--- config.mk ---
export PLATFORM = sky130hd
export DESIGN_NAME = microstep_indexer_current_ref
export DESIGN_NICKNAME = d
export VERILOG_FILES = /design/src/inc/stepper_pkg.sv /design/src/microstep_indexer_current_ref.sv /design/src/off_time_chopper.sv /design/src/sine_lookup.sv
export SDC_FILE = /design/constraint.sdc
export NUM_CORES = 1
export LEC_CHECK = 0
export ABC_CLOCK_PERIOD_IN_PS = 32299
export BUFFER_PORTS_ARGS = -buffer_cell sky130_fd_sc_hd__buf_2
export CORE_MARGIN = 8
export CORE_UTILIZATION = 61
export CTS_BUF_LIST = sky130_fd_sc_hd__clkbuf_4
export DETAILED_ROUTE_END_ITERATION = 6
export HOLD_SLACK_MARGIN = 0.1
export PLACE_DENSITY = 0.82
export SYNTH_ARGS = -nofsm -noshare
export SYNTH_HDL_FRONTEND = slang
export SYNTH_SLANG_ARGS = --single-unit
--- constraint.sdc ---
create_clock -name ref_clk -period 32.3 [get_ports ref_clk]
set_clock_uncertainty 0.1 [all_clocks]
set_input_delay 1.615 -clock ref_clk [delete_from_list [all_inputs] [get_ports ref_clk]]
set_output_delay 1.615 -clock ref_clk [all_outputs]
set_load 0.03 [all_outputs]
--- src/inc/stepper_pkg.sv ---
// Shared constants, field layout and types for the microstep indexer and chopper
// -----------------------------------------------------------------------------
// Functional notes
// Every rising edge of the step pin advances the indexer by one table state.
// Writing 1 to the software step bit advances the indexer like a step edge; a write in the same cycle as a step pin edge gives one step, not two.
// Direction pin high with reverse 0, or low with reverse 1, steps angle upward.
// Direction pin low with reverse 0, or high with reverse 1, steps angle downward.
// After a resolution change, next step lands on next state valid for new resolution.
// Positive table current drives first winding terminal high against the second.
// Sensed current reaching threshold stops bridge drive for the programmed off period.
// Off period programmable by off-time field from 500 ns up to 128 us.
// When the off period expires the bridge drives again, starting a new cycle.
// Drive ends when sense voltage times amplifier gain reaches the reference.
// Reference is sine lookup output times current scale, full scale 2.75 V.
// Full-scale current is 2.75 V times scale over 256, gain and sense resistance.
// Sense amplifier gain is selectable as 5, 10, 20 or 40.
// Resolution code 0000 is full step, each code halves, 1000 is 1/256 step.
// First winding follows sine of electrical angle, second winding follows cosine.
// Power-up or reset puts the indexer in the 45 degree home state.
// Resolutions finer than 1/8 step follow the same sine pattern, finer increments.
// 1/8 step has 32 states per cycle; coarser use subsets; full step diagonals.
// Host keeps direction pin stable around each step rising edge.
// -----------------------------------------------------------------------------
package stepper_pkg;

  // Register map, byte addresses
  localparam int          ADDR_W        = 8;
  localparam logic [7:0]  CTRL_OFFSET   = 8'h00;
  localparam logic [7:0]  SCALE_OFFSET  = 8'h04;
  localparam logic [7:0]  OFF_OFFSET    = 8'h08;
  localparam logic [7:0]  STATUS_OFFSET = 8'h0C;
  localparam logic [7:0]  REF_OFFSET    = 8'h10;

  // Control register fields
  localparam int          MODE_LSB      = 0;
  localparam int          REVERSE_BIT   = 4;
  localparam int          SW_STEP_BIT   = 5;
  localparam int          GAIN_LSB      = 6;
  localparam int          ENABLE_BIT    = 8;
  localparam logic [31:0] CTRL_WMASK    = 32'h0000_01DF;
  localparam logic [31:0] CTRL_RESET    = 32'h0000_0003;
  localparam logic [7:0]  SCALE_RESET   = 8'hFF;
  localparam logic [7:0]  OFF_RESET     = 8'h1F;

  // Indexer: 1024 states per electrical cycle at the finest resolution
  localparam int          ANGLE_W       = 10;
  localparam logic [3:0]  MODE_FINEST   = 4'h8;
  localparam logic [9:0]  HOME_ANGLE    = 10'h080;
  localparam logic [9:0]  QUARTER_TURN  = 10'h100;

  // Sense amplifier gains for codes 0..3
  localparam logic [5:0]  GAIN_5        = 6'h05;
  localparam logic [5:0]  GAIN_10       = 6'h0A;
  localparam logic [5:0]  GAIN_20       = 6'h14;
  localparam logic [5:0]  GAIN_40       = 6'h28;
  localparam int          SENSE_W       = 10;
  localparam int          REF_SHIFT     = 6;

  // Off time: (field + 1) units of 500 ns, up to 256 units = 128 us
  localparam int          CLK_MHZ       = 40;
  localparam int          OFF_UNIT_NS   = 500;
  localparam int          OFF_UNIT_CYC  = (OFF_UNIT_NS * CLK_MHZ + 999) / 1000;
  localparam int          OFF_CNT_W     = 13;

  localparam logic [1:0]  RESP_OKAY     = 2'b00;
  localparam logic [1:0]  RESP_SLVERR   = 2'b10;

  typedef struct packed {
    logic first;
    logic second;
  } bridge_drive_s;

endpackage

--- src/microstep_indexer_current_ref.sv ---
// Microstep indexer, chopping reference and AXI4-Lite register file
//
// Register access over AXI4-Lite and the address map are this design's own decisions.
`timescale 1ns/1ps
module microstep_indexer_current_ref
  import stepper_pkg::*;
#(
  parameter int OFF_UNIT_CYCLES = OFF_UNIT_CYC
)
(
  input  wire logic                ref_clk,
  input  wire logic                rstn,
  // AXI4-Lite slave
  input  wire logic [ADDR_W-1:0]   s_axi_awaddr,
  input  wire logic [2:0]          s_axi_awprot,
  input  wire logic                s_axi_awvalid,
  output logic                     s_axi_awready,
  input  wire logic [31:0]         s_axi_wdata,
  input  wire logic [3:0]          s_axi_wstrb,
  input  wire logic                s_axi_wvalid,
  output logic                     s_axi_wready,
  output logic [1:0]               s_axi_bresp,
  output logic                     s_axi_bvalid,
  input  wire logic                s_axi_bready,
  input  wire logic [ADDR_W-1:0]   s_axi_araddr,
  input  wire logic [2:0]          s_axi_arprot,
  input  wire logic                s_axi_arvalid,
  output logic                     s_axi_arready,
  output logic [31:0]              s_axi_rdata,
  output logic [1:0]               s_axi_rresp,
  output logic                     s_axi_rvalid,
  input  wire logic                s_axi_rready,
  // Host step and direction
  input  wire logic                step_pin,
  input  wire logic                dir_pin,
  // Digitised sense voltages, LSB = 2.75 V / 1024 before gain
  input  wire logic [SENSE_W-1:0]  current_sense_a,
  input  wire logic [SENSE_W-1:0]  current_sense_b,
  // Bridge drive and reference outputs
  output bridge_drive_s            winding_a_output,
  output bridge_drive_s            winding_b_output,
  output logic [SENSE_W-1:0]       ref_a_code,
  output logic [SENSE_W-1:0]       ref_b_code,
  output logic [ANGLE_W-1:0]       electrical_angle
);

  // ---------------------------------------------------------------------------
  // Register storage
  // ---------------------------------------------------------------------------
  logic [31:0]        ctrl_reg;
  logic [7:0]         scale_reg;
  logic [7:0]         off_reg;

  logic [3:0]         mode_field;
  logic               reverse_direction_bit;
  logic [1:0]         sense_amp_gain_field;
  logic               drive_enable;
  logic [7:0]         off_time_field;

  assign mode_field            = ctrl_reg[MODE_LSB +: 4];
  assign reverse_direction_bit = ctrl_reg[REVERSE_BIT];
  assign sense_amp_gain_field  = ctrl_reg[GAIN_LSB +: 2];
  assign drive_enable          = ctrl_reg[ENABLE_BIT];
  assign off_time_field        = off_reg;

  // ---------------------------------------------------------------------------
  // AXI4-Lite write channel
  // ---------------------------------------------------------------------------
  // Either order; each is held until both meet
  logic               aw_held;
  logic [ADDR_W-1:0]  aw_addr;
  logic               w_held;
  logic [31:0]        w_data;
  logic [3:0]         w_strb;
  logic               wr_fire;
  logic [31:0]        byte_mask;
  logic               wr_ctrl;
  logic               wr_scale;
  logic               wr_off;
  logic               wr_mapped;
  logic [31:0]        ctrl_merged;
  logic [31:0]        scale_merged;
  logic [31:0]        off_merged;
  logic               software_step_bit;

  assign s_axi_awready = !aw_held;
  assign s_axi_wready  = !w_held;
  assign wr_fire       = aw_held && w_held && !s_axi_bvalid;
  assign byte_mask     = {{8{w_strb[3]}}, {8{w_strb[2]}}, {8{w_strb[1]}}, {8{w_strb[0]}}};
  assign wr_ctrl       = wr_fire && (aw_addr == CTRL_OFFSET);
  assign wr_scale      = wr_fire && (aw_addr == SCALE_OFFSET);
  assign wr_off        = wr_fire && (aw_addr == OFF_OFFSET);
  assign wr_mapped     = (aw_addr == CTRL_OFFSET) || (aw_addr == SCALE_OFFSET)
                      || (aw_addr == OFF_OFFSET);
  assign ctrl_merged   = ((ctrl_reg & ~byte_mask) | (w_data & byte_mask)) & CTRL_WMASK;
  assign scale_merged  = ({24'h0, scale_reg} & ~byte_mask) | (w_data & byte_mask);
  assign off_merged    = ({24'h0, off_reg} & ~byte_mask) | (w_data & byte_mask);
  // The step bit is a command, never stored
  assign software_step_bit = wr_ctrl && w_strb[0] && w_data[SW_STEP_BIT];

  always_ff @(posedge ref_clk or negedge rstn)
  begin
    if (!rstn)
    begin
      aw_held <= 1'b0;
      aw_addr <= '0;
    end
    else if (s_axi_awvalid && s_axi_awready)
    begin
      aw_held <= 1'b1;
      aw_addr <= s_axi_awaddr;
    end
    else if (wr_fire)
      aw_held <= 1'b0;
  end

  always_ff @(posedge ref_clk or negedge rstn)
  begin
    if (!rstn)
    begin
      w_held <= 1'b0;
      w_data <= '0;
      w_strb <= '0;
    end
    else if (s_axi_wvalid && s_axi_wready)
    begin
      w_held <= 1'b1;
      w_data <= s_axi_wdata;
      w_strb <= s_axi_wstrb;
    end
    else if (wr_fire)
      w_held <= 1'b0;
  end

  always_ff @(posedge ref_clk or negedge rstn)
  begin
    if (!rstn)
    begin
      s_axi_bvalid <= 1'b0;
      s_axi_bresp  <= RESP_OKAY;
    end
    else if (wr_fire)
    begin
      s_axi_bvalid <= 1'b1;
      s_axi_bresp  <= wr_mapped ? RESP_OKAY : RESP_SLVERR;
    end
    else if (s_axi_bready)
      s_axi_bvalid <= 1'b0;
  end

  always_ff @(posedge ref_clk or negedge rstn)
  begin
    if (!rstn)
    begin
      ctrl_reg  <= CTRL_RESET;
      scale_reg <= SCALE_RESET;
      off_reg   <= OFF_RESET;
    end
    else
    begin
      if (wr_ctrl)
        ctrl_reg <= ctrl_merged;
      if (wr_scale)
        scale_reg <= scale_merged[7:0];
      if (wr_off)
        off_reg <= off_merged[7:0];
    end
  end

  // ---------------------------------------------------------------------------
  // AXI4-Lite read channel
  // ---------------------------------------------------------------------------
  logic [31:0]        read_value;
  logic               read_mapped;
  logic [1:0]         bridge_state;

  assign s_axi_arready = !s_axi_rvalid;
  assign read_mapped   = (s_axi_araddr == CTRL_OFFSET) || (s_axi_araddr == SCALE_OFFSET)
                      || (s_axi_araddr == OFF_OFFSET) || (s_axi_araddr == STATUS_OFFSET)
                      || (s_axi_araddr == REF_OFFSET);
  assign read_value    =
      (s_axi_araddr == CTRL_OFFSET)   ? ctrl_reg :
      (s_axi_araddr == SCALE_OFFSET)  ? {24'h0, scale_reg} :
      (s_axi_araddr == OFF_OFFSET)    ? {24'h0, off_reg} :
      (s_axi_araddr == STATUS_OFFSET) ? {14'h0, bridge_state, 6'h00, electrical_angle} :
      (s_axi_araddr == REF_OFFSET)    ? {6'h00, ref_b_code, 6'h00, ref_a_code} :
                                        32'h0000_0000;

  always_ff @(posedge ref_clk or negedge rstn)
  begin
    if (!rstn)
    begin
      s_axi_rvalid <= 1'b0;
      s_axi_rdata  <= '0;
      s_axi_rresp  <= RESP_OKAY;
    end
    else if (s_axi_arvalid && s_axi_arready)
    begin
      s_axi_rvalid <= 1'b1;
      s_axi_rdata  <= read_value;
      s_axi_rresp  <= read_mapped ? RESP_OKAY : RESP_SLVERR;
    end
    else if (s_axi_rready)
      s_axi_rvalid <= 1'b0;
  end

  // ---------------------------------------------------------------------------
  // Step indexer
  // ---------------------------------------------------------------------------
  logic               step_prev;
  logic               step_event;
  logic               step_up;
  logic [3:0]         mode_eff;
  logic [ANGLE_W-1:0] step_inc;
  logic [ANGLE_W-1:0] grid_mask;
  logic [ANGLE_W-1:0] grid_offset;
  logic [ANGLE_W-1:0] rel_angle;
  logic [ANGLE_W-1:0] grid_base;
  logic               on_grid;
  logic [ANGLE_W-1:0] next_rel;
  logic [ANGLE_W-1:0] next_angle;

  // Direction is sampled with the step edge
  assign step_event  = (step_pin && !step_prev) || software_step_bit;
  assign step_up     = dir_pin ^ reverse_direction_bit;
  // Codes above 1/256 step act as 1/256 step
  assign mode_eff    = (mode_field > MODE_FINEST) ? MODE_FINEST : mode_field;
  assign step_inc    = ANGLE_W'(10'h001 << (MODE_FINEST - mode_eff));
  assign grid_mask   = ANGLE_W'(step_inc - 1'b1);
  // Full step rides the 45 degree diagonals
  assign grid_offset = (mode_eff == 4'h0) ? HOME_ANGLE : '0;
  assign rel_angle   = ANGLE_W'(electrical_angle - grid_offset);
  assign grid_base   = rel_angle & ~grid_mask;
  assign on_grid     = (rel_angle & grid_mask) == '0;
  // Off grid after a mode change: snap toward the step
  assign next_rel    = step_up ? ANGLE_W'(grid_base + step_inc) :
                       on_grid ? ANGLE_W'(grid_base - step_inc) : grid_base;
  assign next_angle  = ANGLE_W'(next_rel + grid_offset);

  always_ff @(posedge ref_clk or negedge rstn)
  begin
    if (!rstn)
    begin
      step_prev        <= 1'b0;
      electrical_angle <= HOME_ANGLE;
    end
    else
    begin
      step_prev <= step_pin;
      if (step_event)
        electrical_angle <= next_angle;
    end
  end

  // ---------------------------------------------------------------------------
  // Chopping reference and current regulation per winding
  // ---------------------------------------------------------------------------
  logic [5:0]           gain_factor;
  logic [OFF_CNT_W-1:0] off_cycles;
  logic [ANGLE_W-1:0]   winding_angle [0:1];
  logic [SENSE_W-1:0]   sense_in      [0:1];
  logic [SENSE_W-1:0]   ref_code      [0:1];
  bridge_drive_s        drive         [0:1];

  assign gain_factor = (sense_amp_gain_field == 2'd0) ? GAIN_5  :
                       (sense_amp_gain_field == 2'd1) ? GAIN_10 :
                       (sense_amp_gain_field == 2'd2) ? GAIN_20 : GAIN_40;
  assign off_cycles  = OFF_CNT_W'((off_time_field + 9'h001) * OFF_UNIT_CYCLES);
  // Quarter-turn lead gives the cosine
  assign winding_angle[0] = electrical_angle;
  assign winding_angle[1] = ANGLE_W'(electrical_angle + QUARTER_TURN);
  assign sense_in[0]      = current_sense_a;
  assign sense_in[1]      = current_sense_b;

  generate
    for (genvar w = 0; w < 2; w++)
    begin : g_winding
      logic [7:0]          magnitude;
      logic                negative;
      logic [15:0]         ref_product;
      logic [SENSE_W-1:0]  next_ref;
      logic [15:0]         amplified;
      logic                trip;
      logic                bridge_on;

      sine_lookup u_sine (
        .angle     (winding_angle[w]),
        .magnitude (magnitude),
        .negative  (negative)
      );

      // Full scale of 255 x 255 maps onto the 2.75 V reference range
      assign ref_product = 16'(magnitude * scale_reg);
      assign next_ref    = ref_product[REF_SHIFT +: SENSE_W];
      assign amplified   = 16'(sense_in[w] * gain_factor);
      assign trip        = amplified >= {6'h00, ref_code[w]};

      off_time_chopper u_chop (
        .ref_clk    (ref_clk),
        .rstn       (rstn),
        .enable     (drive_enable),
        .trip       (trip),
        .off_cycles (off_cycles),
        .bridge_on  (bridge_on)
      );

      always_ff @(posedge ref_clk or negedge rstn)
      begin
        if (!rstn)
        begin
          ref_code[w] <= '0;
          drive[w]    <= '0;
        end
        else
        begin
          ref_code[w]     <= next_ref;
          drive[w].first  <= bridge_on && !negative;
          drive[w].second <= bridge_on && negative;
        end
      end
    end
  endgenerate

  assign bridge_state     = {g_winding[1].bridge_on, g_winding[0].bridge_on};
  assign ref_a_code       = ref_code[0];
  assign ref_b_code       = ref_code[1];
  assign winding_a_output = drive[0];
  assign winding_b_output = drive[1];

endmodule

--- src/off_time_chopper.sv ---
// Fixed off-time current chopper for one bridge
`timescale 1ns/1ps
module off_time_chopper
  import stepper_pkg::*;
(
  input  wire logic                 ref_clk,
  input  wire logic                 rstn,
  input  wire logic                 enable,
  input  wire logic                 trip,
  input  wire logic [OFF_CNT_W-1:0] off_cycles,
  output logic                      bridge_on
);

  typedef enum logic {DRIVE, OFF_TIME} chop_state_e;

  chop_state_e          state;
  chop_state_e          next_state;
  logic [OFF_CNT_W-1:0] count;
  logic [OFF_CNT_W-1:0] next_count;

  always_comb
  begin
    next_state = state;
    next_count = count;
    case (state)
      DRIVE:
      begin
        if (enable && trip)
        begin
          next_state = OFF_TIME;
          next_count = OFF_CNT_W'(off_cycles - 1'b1);
        end
      end
      OFF_TIME:
      begin
        if (count == '0)
          next_state = DRIVE;
        else
          next_count = OFF_CNT_W'(count - 1'b1);
      end
      default: next_state = DRIVE;
    endcase
  end

  always_ff @(posedge ref_clk or negedge rstn)
  begin
    if (!rstn)
    begin
      state <= DRIVE;
      count <= '0;
    end
    else
    begin
      state <= next_state;
      count <= next_count;
    end
  end

  assign bridge_on = enable && (state == DRIVE);

endmodule

--- src/sine_lookup.sv ---
// Interpolated sine magnitude and sign for a 10-bit electrical angle
`timescale 1ns/1ps
module sine_lookup
  import stepper_pkg::*;
(
  input  wire logic [ANGLE_W-1:0] angle,
  output logic      [7:0]         magnitude,
  output logic                    negative
);

  // 1/8-step points of one quarter wave, full scale 255
  logic [7:0]  points [0:8];
  assign points[0] = 8'h00;
  assign points[1] = 8'h32;
  assign points[2] = 8'h62;
  assign points[3] = 8'h8E;
  assign points[4] = 8'hB4;
  assign points[5] = 8'hD4;
  assign points[6] = 8'hEC;
  assign points[7] = 8'hFA;
  assign points[8] = 8'hFF;

  logic [8:0]  pos;
  logic [3:0]  seg;
  logic [3:0]  seg_hi;
  logic [4:0]  frac;
  logic [7:0]  lo;
  logic [7:0]  hi;
  logic [12:0] step_part;

  // Finer modes walk between the 1/8-step points linearly
  assign pos       = angle[8] ? 9'(9'h100 - {1'b0, angle[7:0]}) : {1'b0, angle[7:0]};
  assign seg       = pos[8:5];
  assign seg_hi    = (seg == 4'h8) ? 4'h8 : 4'(seg + 4'h1);
  assign frac      = pos[4:0];
  assign lo        = points[seg];
  assign hi        = points[seg_hi];
  assign step_part = 13'(8'(hi - lo) * frac);
  assign magnitude = 8'(lo + step_part[12:5]);
  assign negative  = angle[9] && (magnitude != 8'h00);

endmodule
==> summary.md, run 1 <==
| Metric | Value |
|---|---|
| Worst-Skew Late Latency | `roughly 600 ps` |
| Main combinational cell family by area after synthesis | `adder cells` |
| Fin cells | `between 2000 and 3000` |
| Full die area | `0.03890 mm^2` |
| Crit path max fanout | `18` |
| Sink Count | `roughly 130` |
| Period utilization | `~42%` |
| CP Data Arrival Time | `about 14000 ps` |
| Cell variety after synth | `95` |
| Hold WS | `about 410 ps` |
| Dpl ws | `~19000 ps` |
| Number of I/O port buffers | `between 100 and 150` |
| Synth Area per Inst | `around 8.6 um^2` |
| Rows | `between 60 and 70` |
| Die width | `197.2 um` |
| Setup TNS | `0 ps` |
| Mapped Area | `around 0.02 mm^2` |
| EDFF count, synth | `0` |
| Slowest CP cell | `dfrtp_1` |
| RR Endpoint | `ref_a_code[9]` |
| Slew Limit Fails | `0` |
| Layout cells sized above 1 | `a little under an eighth` |
| Post_cts resized | `0` |
| CP Capture Type | `flop` |
| Post-route ant nets | `0` |
| Die Y | `between 150 and 200 um` |
| Routed wire length per instance | `~17 um` |
| Vias in the first global route | `17143` |
| Largest net degree at the start of global routing | `82` |
| Unrepaired setup endpoints after global routing | `no` |
| Starting DRT DRC Count | `1229` |
| Final-report hold violation count | `0` |
| Crit-path most repeated cell | `fa_1` |
| Starting Density | `about three fifths` |
| Synthesized flop and latch total | `roughly 130` |
| Final worst setup slack | `about 19000 ps` |
| Req. time, crit path | `roughly 33000 ps` |
| Measured slew at the worst slew-check pin | `about 1000 ps` |
| Synth top area share | `between 10% and 20%` |
| Drt via density | `5.857` |
| Asr flop ratio synth | `between 90% and 100%` |
| Post-synth top cells | `inv_1 (319), ha_1 (250), nand2_1 (227)` |
| First-pass GRT wire length | `~83000 um` |
| Bufs on Longest Clock Path | `2` |
| Fillers | `2657` |
| Gr ovfl total | `0` |
| # H-tree levels | `4` |
| Post-synthesis compound-gate area fraction | `13.20%` |
| Core area | `about 0.032 mm^2` |
| Setup crit end | `ref_a_code[9]` |
| Largest area contributor in the netlist | `fa_1` |
| Synth Area in XOR/XNOR | `4.652%` |
| Post-Syn Instances | `between 2000 and 2500` |
| Drt pass-1 iters | `6` |
| Max frequency | `~74 MHz` |
| CTS Hold Bufs | `0` |
| Startpoint types | `flop` |
| Final wirelength | `slightly below 50000 um` |
| Synth Warn # | `0` |
| I/O Pins | `between 150 and 200` |
| CTS tree | `yes` |
| CTS root buf | `clkbuf_4` |
| Post-DP HPWL | `approximately 40000 um` |
| GRT Total Usage | `25.82%` |
| Kind of critical path | `flop to flop` |
| Mux cell area share after synthesis | `roughly 3.3%` |
| Maxcap violations | `0` |
| Worst slew margin | `30.81%` |
| Most frequent cell after synthesis | `inv_1` |
| Crit path launch | `electrical_angle[0]` |
| Largest stage delay on the critical path | `slightly above 800 ps` |
| Via count | `about 17000` |
| Setup slack, reg-to-reg | `between 15000 and 20000 ps` |
| Area contributors post-synth | `fa_1 (17%), ha_1 (16%), dfrtp_1 (14%)` |
| Reg-to-Reg Start | `electrical_angle[0]` |
| Initial antenna violation count | `2` |
| Status | `finished, final reports clean` |
| P&R area growth vs syn | `5.677%` |
| FF-to-FF path depth | `between 40 and 50` |
| Post-CTS setup buffer count | `0` |
| Adder-cell share of the synthesized area | `33.10%` |
| Main flop type after synthesis | `dfrtp_1` |
| Total CTS buffers | `17` |
| Simple-gate share of the synthesized area | `a little over a fifth` |
| DRC errors left | `0` |
| Final setup vio count | `0` |
| GP Congestion | `approximately 0.91` |
| Final #Nets | `approximately 2900` |
| Clk pin slew, worst setup/hold paths | `170 ps` |
| Minimum clock period | `roughly 14000 ps` |
| Hold crit path type | `flop to flop` |
| Sequential area share after synthesis | `between 15 and 20%` |
| Dpl cells | `about 2800` |
==> metrics by stage <==
stage	instance area, um^2	util, %
6_report	21170	65.24
4_1_cts	21170	65.22
3_3_place_gp	20860	64.27
3_5_place_dp	20860	64.27
2_1_floorplan	20080	-
5_1_grt	21170	65.24
==> area by class of cell <==
cell class / instances / area [um^2] / share of cell area [%]
clock buffers: 17 / 127.6 / 0.6028
inverters: 322 / 1214 / 5.732
multi-input cells: 1805 / 15120 / 71.41
clock inverters: 15 / 182.7 / 0.8628
repair buffers: 124 / 646.9 / 3.055
diodes: 2 / 5.005 / 0.02364
flip-flops and latches: 132 / 3324 / 15.70
well taps: 442 / 553.0 / 2.612
==> worst max-delay path: cells and delay by family (launching register included) <==
kind,cells,cell delay [ps]
adder cells (fa/ha/maj),13,5550
AO/OA/AOI/OAI,13,2660
XOR/XNOR,5,1740
AND/OR/NAND/NOR,9,1680
buffers and inverters,7,920
flip-flops,1,810
==> placed cells by master (no fill, tap or decap), types with 11 or more instances in the layout <==
cell type,count
dfstp_2,16
xor2_1,35
a211oi_1,14
o21ai_0,109
nor4_1,11
a22oi_1,11
conb_1,14
o211ai_1,11
nor2b_1,57
dfrtp_1,115
mux2_2,48
a21oi_1,68
xnor2_1,64
nand2_1,227
nor3_1,41
nor2_1,144
inv_1,319
and2_1,101
and3_1,25
a21o_1,26
nand2b_1,48
or2_2,30
nand3_1,60
a221oi_1,14
fa_1,175
a31oi_1,12
o21a_1,24
ha_1,250
clkbuf_4,17
nand3b_1,22
buf_2,115
==> cells by family (layout without fill, tap and decap cells) <==
group / after synthesis / in the layout
and+or+nand+nor: 816 / 816
adders and majority gates: 425 / 425
buffers and inverters: 411 / 478
AOI/OAI and AO/OA: 388 / 388
DFF: 132 / 132
xor gates and xnor gates: 103 / 103
muxes: 59 / 59
other: 1 / 16
==> worst min path at each step <==
| stage | cells after the start | from | slack [ps] | end |
|---|---|---|---|---|
| after floorplan | 1 | g_winding[0].u_chop.count[12] | 360 | g_winding[0].u_chop.count[12] |
| after global placement | 1 | s_axi_bresp[1] | 360 | s_axi_bresp[1] |
| after detailed placement | 1 | g_winding[0].u_chop.count[12] | 380 | g_winding[0].u_chop.count[12] |
| after CTS | 2 | s_axi_rdata[5] | 410 | s_axi_rdata[5] |
| after global routing | 1 | g_winding[0].u_chop.count[12] | 430 | g_winding[0].u_chop.count[12] |
| final | 2 | s_axi_rdata[5] | 410 | s_axi_rdata[5] |
==> per-layer routing <==
metal	share of wire, %	routed length [um]	track usage [%]	up-vias
met5	0	0	0	-
met4	3.0	1485	8.638	0
met3	6.0	2976	2.947	100
met2	49	24390	45.15	546
met1	42	20870	32.85	8170
li1	-	-	-	7928
Power of run 1 is not shown: default switching activity piles up to over one toggle a cycle in this logic, so the estimate is an artifact.
==> run 2: changes to the inputs <==
Settings changed: ABC_AREA set to 1, ABC_CLOCK_PERIOD_IN_PS 32299 to 11000, CORE_UTILIZATION 61 to 58.
Clock period 32.3 ns to 11 ns, I/O delays scaled along.
==> run 2 against run 1 <==
Against the previous run:
- the flow now finishes with violations (design-rule violations)
- worst setup slack worse by 19000 ps
- area after synthesis up 3.4%
- hold slack worse by 100 ps
- core utilization up 1.9 points
- cell count up 26%
- critical path depth up 10
- flip-flop and latch count unchanged
- first-iteration DRC count up 39%
- global-route usage up 0.77 points
- largest cell class unchanged
- highest routed layer unchanged
==> summary.md, run 2 <==
| Metric | Value |
|---|---|
| Rows | `69` |
| First-pass GRT wire length | `91980 um` |
| Most frequent cells in the layout | `nand2_1 (657), inv_1 (554), nor2_1 (288)` |
| GRT Total Usage | `around a quarter` |
| I/O Pins | `162` |
| Final worst setup slack | `~130 ps` |
| Worst-Skew Late Latency | `between 600 and 700 ps` |
| Slew Limit Fails | `0` |
| Met3 global-route usage | `between 4 and 5%` |
| Synth Area per Inst | `between 7 and 8 um^2` |
| Reg-to-Reg Start | `electrical_angle[1]` |
| Register area | `0.003323 mm^2` |
| Layer with the highest usage | `met2` |
| Setup crit end | `ref_b_code[9]` |
| CTS root buf | `clkbuf_4` |
| Drt via density | `5.538` |
| Period utilization | `98.83%` |
| Kind of critical path | `flop to flop` |
| Setup slack, reg-to-reg | `around 130 ps` |
| Mapped Area | `approximately 0.021 mm^2` |
| Fillers | `around 2800` |
| Post-Syn Instances | `2914` |
| Maxcap violations | `0` |
| Final-report hold violation count | `0` |
| Post-route ant nets | `0` |
| CP Data Arrival Time | `approximately 11000 ps` |
| Measured slew at the worst slew-check pin | `1212 ps` |
| Status | `finished with violations` |
| DRC errors left | `5` |
| Synth Warn # | `0` |
| EDFF count, synth | `0` |
| Post-DP HPWL | `about 45000 um` |
| Routed wire length per instance | `between 15 and 20 um` |
| Commonest non-fill, non-tap cell in the layout | `nand2_1` |
| Vias in the first global route | `slightly below 20000` |
| Via count | `19904` |
| RR Endpoint | `ref_b_code[9]` |
| Die width | `between 200 and 250 um` |
| Synthesized flop and latch total | `between 100 and 150` |
| FF-to-FF path depth | `57` |
| Starting Density | `about three fifths` |
| Largest area contributor in the netlist | `fa_1` |
| Worst slew margin | `18.34%` |
| Area contributors post-synth | `fa_1 (17%), ha_1 (15%), dfrtp_1 (14%)` |
| Cell variety after synth | `slightly above 60` |
| P&R area growth vs syn | `14.68%` |
| Minimum clock period | `around 11000 ps` |
| Worst path bufs/invs | `11` |
| Slowest CP cell | `fa_1` |
| Hold crit path type | `input pin to flop` |
| Clk pin slew, worst setup/hold paths | `170 ps` |
| # H-tree levels | `4` |
| Final setup vio count | `0` |
| CTS tree | `yes` |
| Bufs on Longest Clock Path | `2` |
| Multi-input gate area | `roughly 0.016 mm^2` |
| Max frequency | `between 90 and 100 MHz` |
| Main flop type after synthesis | `dfrtp_1` |
| Asr flop ratio synth | `100.0%` |
| Die Y | `205.0 um` |
| Layout cells sized above 1 | `between 10% and 20%` |
| Gr ovfl total | `0` |
| Crit path launch | `electrical_angle[1]` |
| Total CTS buffers | `17` |
| Grt met1 use | `32.90%` |
| Largest net degree at the start of global routing | `a little over 70` |
| Core area | `about 0.035 mm^2` |
| Final wirelength | `approximately 59000 um` |
| Synth top area share | `roughly 17%` |
| Fin cells | `about 3600` |
| Sink Count | `about 130` |
| Startpoint types | `flop` |
| Dpl cells | `around 3500` |
| Starting DRT DRC Count | `between 1500 and 2000` |
| Critical Path Stages | `between 50 and 60` |
| Largest stage delay on the critical path | `610 ps` |
| Number of I/O port buffers | `around 120` |
| Crit-path most repeated cell | `inv_2` |
| Final core utilization | `about two thirds` |
| Final #Nets | `3632` |
| Most frequent cell after synthesis | `nand2_1` |
| Req. time, crit path | `about 11000 ps` |
| Drt pass-1 iters | `7` |
| Initial antenna violation count | `0` |
| Failing checks | `design-rule violations` |
| Post-synth top cells | `nand2_1 (686), inv_1 (574), nor2_1 (301)` |
| Hold WS | `~300 ps` |
| CP Capture Type | `flop` |
| Crit path max fanout | `6` |
| Full die area | `between 0.04 and 0.05 mm^2` |
| Antenna Cells | `0` |
| Sequential area share after synthesis | `16.05%` |
| GRT met2 Usage | `between 40% and 50%` |
| Dpl ws | `-222.6 ps` |
| GP Congestion | `around 0.95` |
| Largest delay share family, worst path | `adder cells` |
[run 2: routing by layer]
layer / routed length, um / vias up / share of wire (%)
li1: - / 9455 / -
met1: 23570 / 9496 / 40
met2: 28550 / 794 / 49
met3: 4033 / 159 / 6.9
met4: 2578 / 0 / 4.4
met5: 0 / - / 0
[run 2: logic make-up (layout without fill, tap and decap cells)]
kind of cell	after synthesis	count (layout)	synth area share, %
and+or+nand+nor	1246	1246	25.41
buffers and inverters	666	872	12.60
adders and majority gates	425	425	32.02
AOI/OAI and AO/OA	346	346	9.636
DFF	132	132	16.05
xor gates and xnor gates	90	90	3.842
muxes	8	8	0.4350
other	1	14	0.01811
[run 2: what timing repair did]
| action | in CTS | in global routing |
|---|---|---|
| gates resized for setup | 15 | 178 |
| pin swaps | 10 | 112 |
| hold endpoints to repair | 83 | 0 |
| buffers inserted | 11 | 46 |
| hold buffers | 23 | 0 |
| setup endpoints to repair | 12 | 17 |
[run 2: per-stage QoR]
stage                     instance area, um^2  TNS (ps)
after floorplan                         20760         0
after global placement                  21920         0
after detailed placement                21920     -1336
after CTS                               22570    -8.619
after global routing                    23750     -2007
final                                   23750         0
[run 2: how the worst min path moves through the flow]
stage	end	from	cells after the start
global placement	s_axi_rdata[9]	s_axi_rdata[9]	2
finish	s_axi_rdata[0]	s_axi_araddr[2]	4
floorplan	async pin	rstn	0
global route	s_axi_rdata[0]	s_axi_araddr[2]	4
detailed placement	s_axi_rdata[9]	s_axi_rdata[9]	2
CTS	s_axi_rdata[0]	s_axi_araddr[2]	4
[run 2: layout make-up]
cell class	count	area share, %
timing repair buffer	243	6.811
inverter	597	9.477
multi-input combinational	2129	66.17
sequential	132	13.99
clock buffer	17	0.5373
tap	461	2.428
clock inverter	15	0.5847
[run 2: worst min-delay path, delay by kind of cell]
kind / cells / cell delay [ps]
and+or+nand+nor: 2 / 260
AOI/OAI and AO/OA: 1 / 70
buffers and inverters: 1 / 150
Power of run 2 is left out for the same reason.
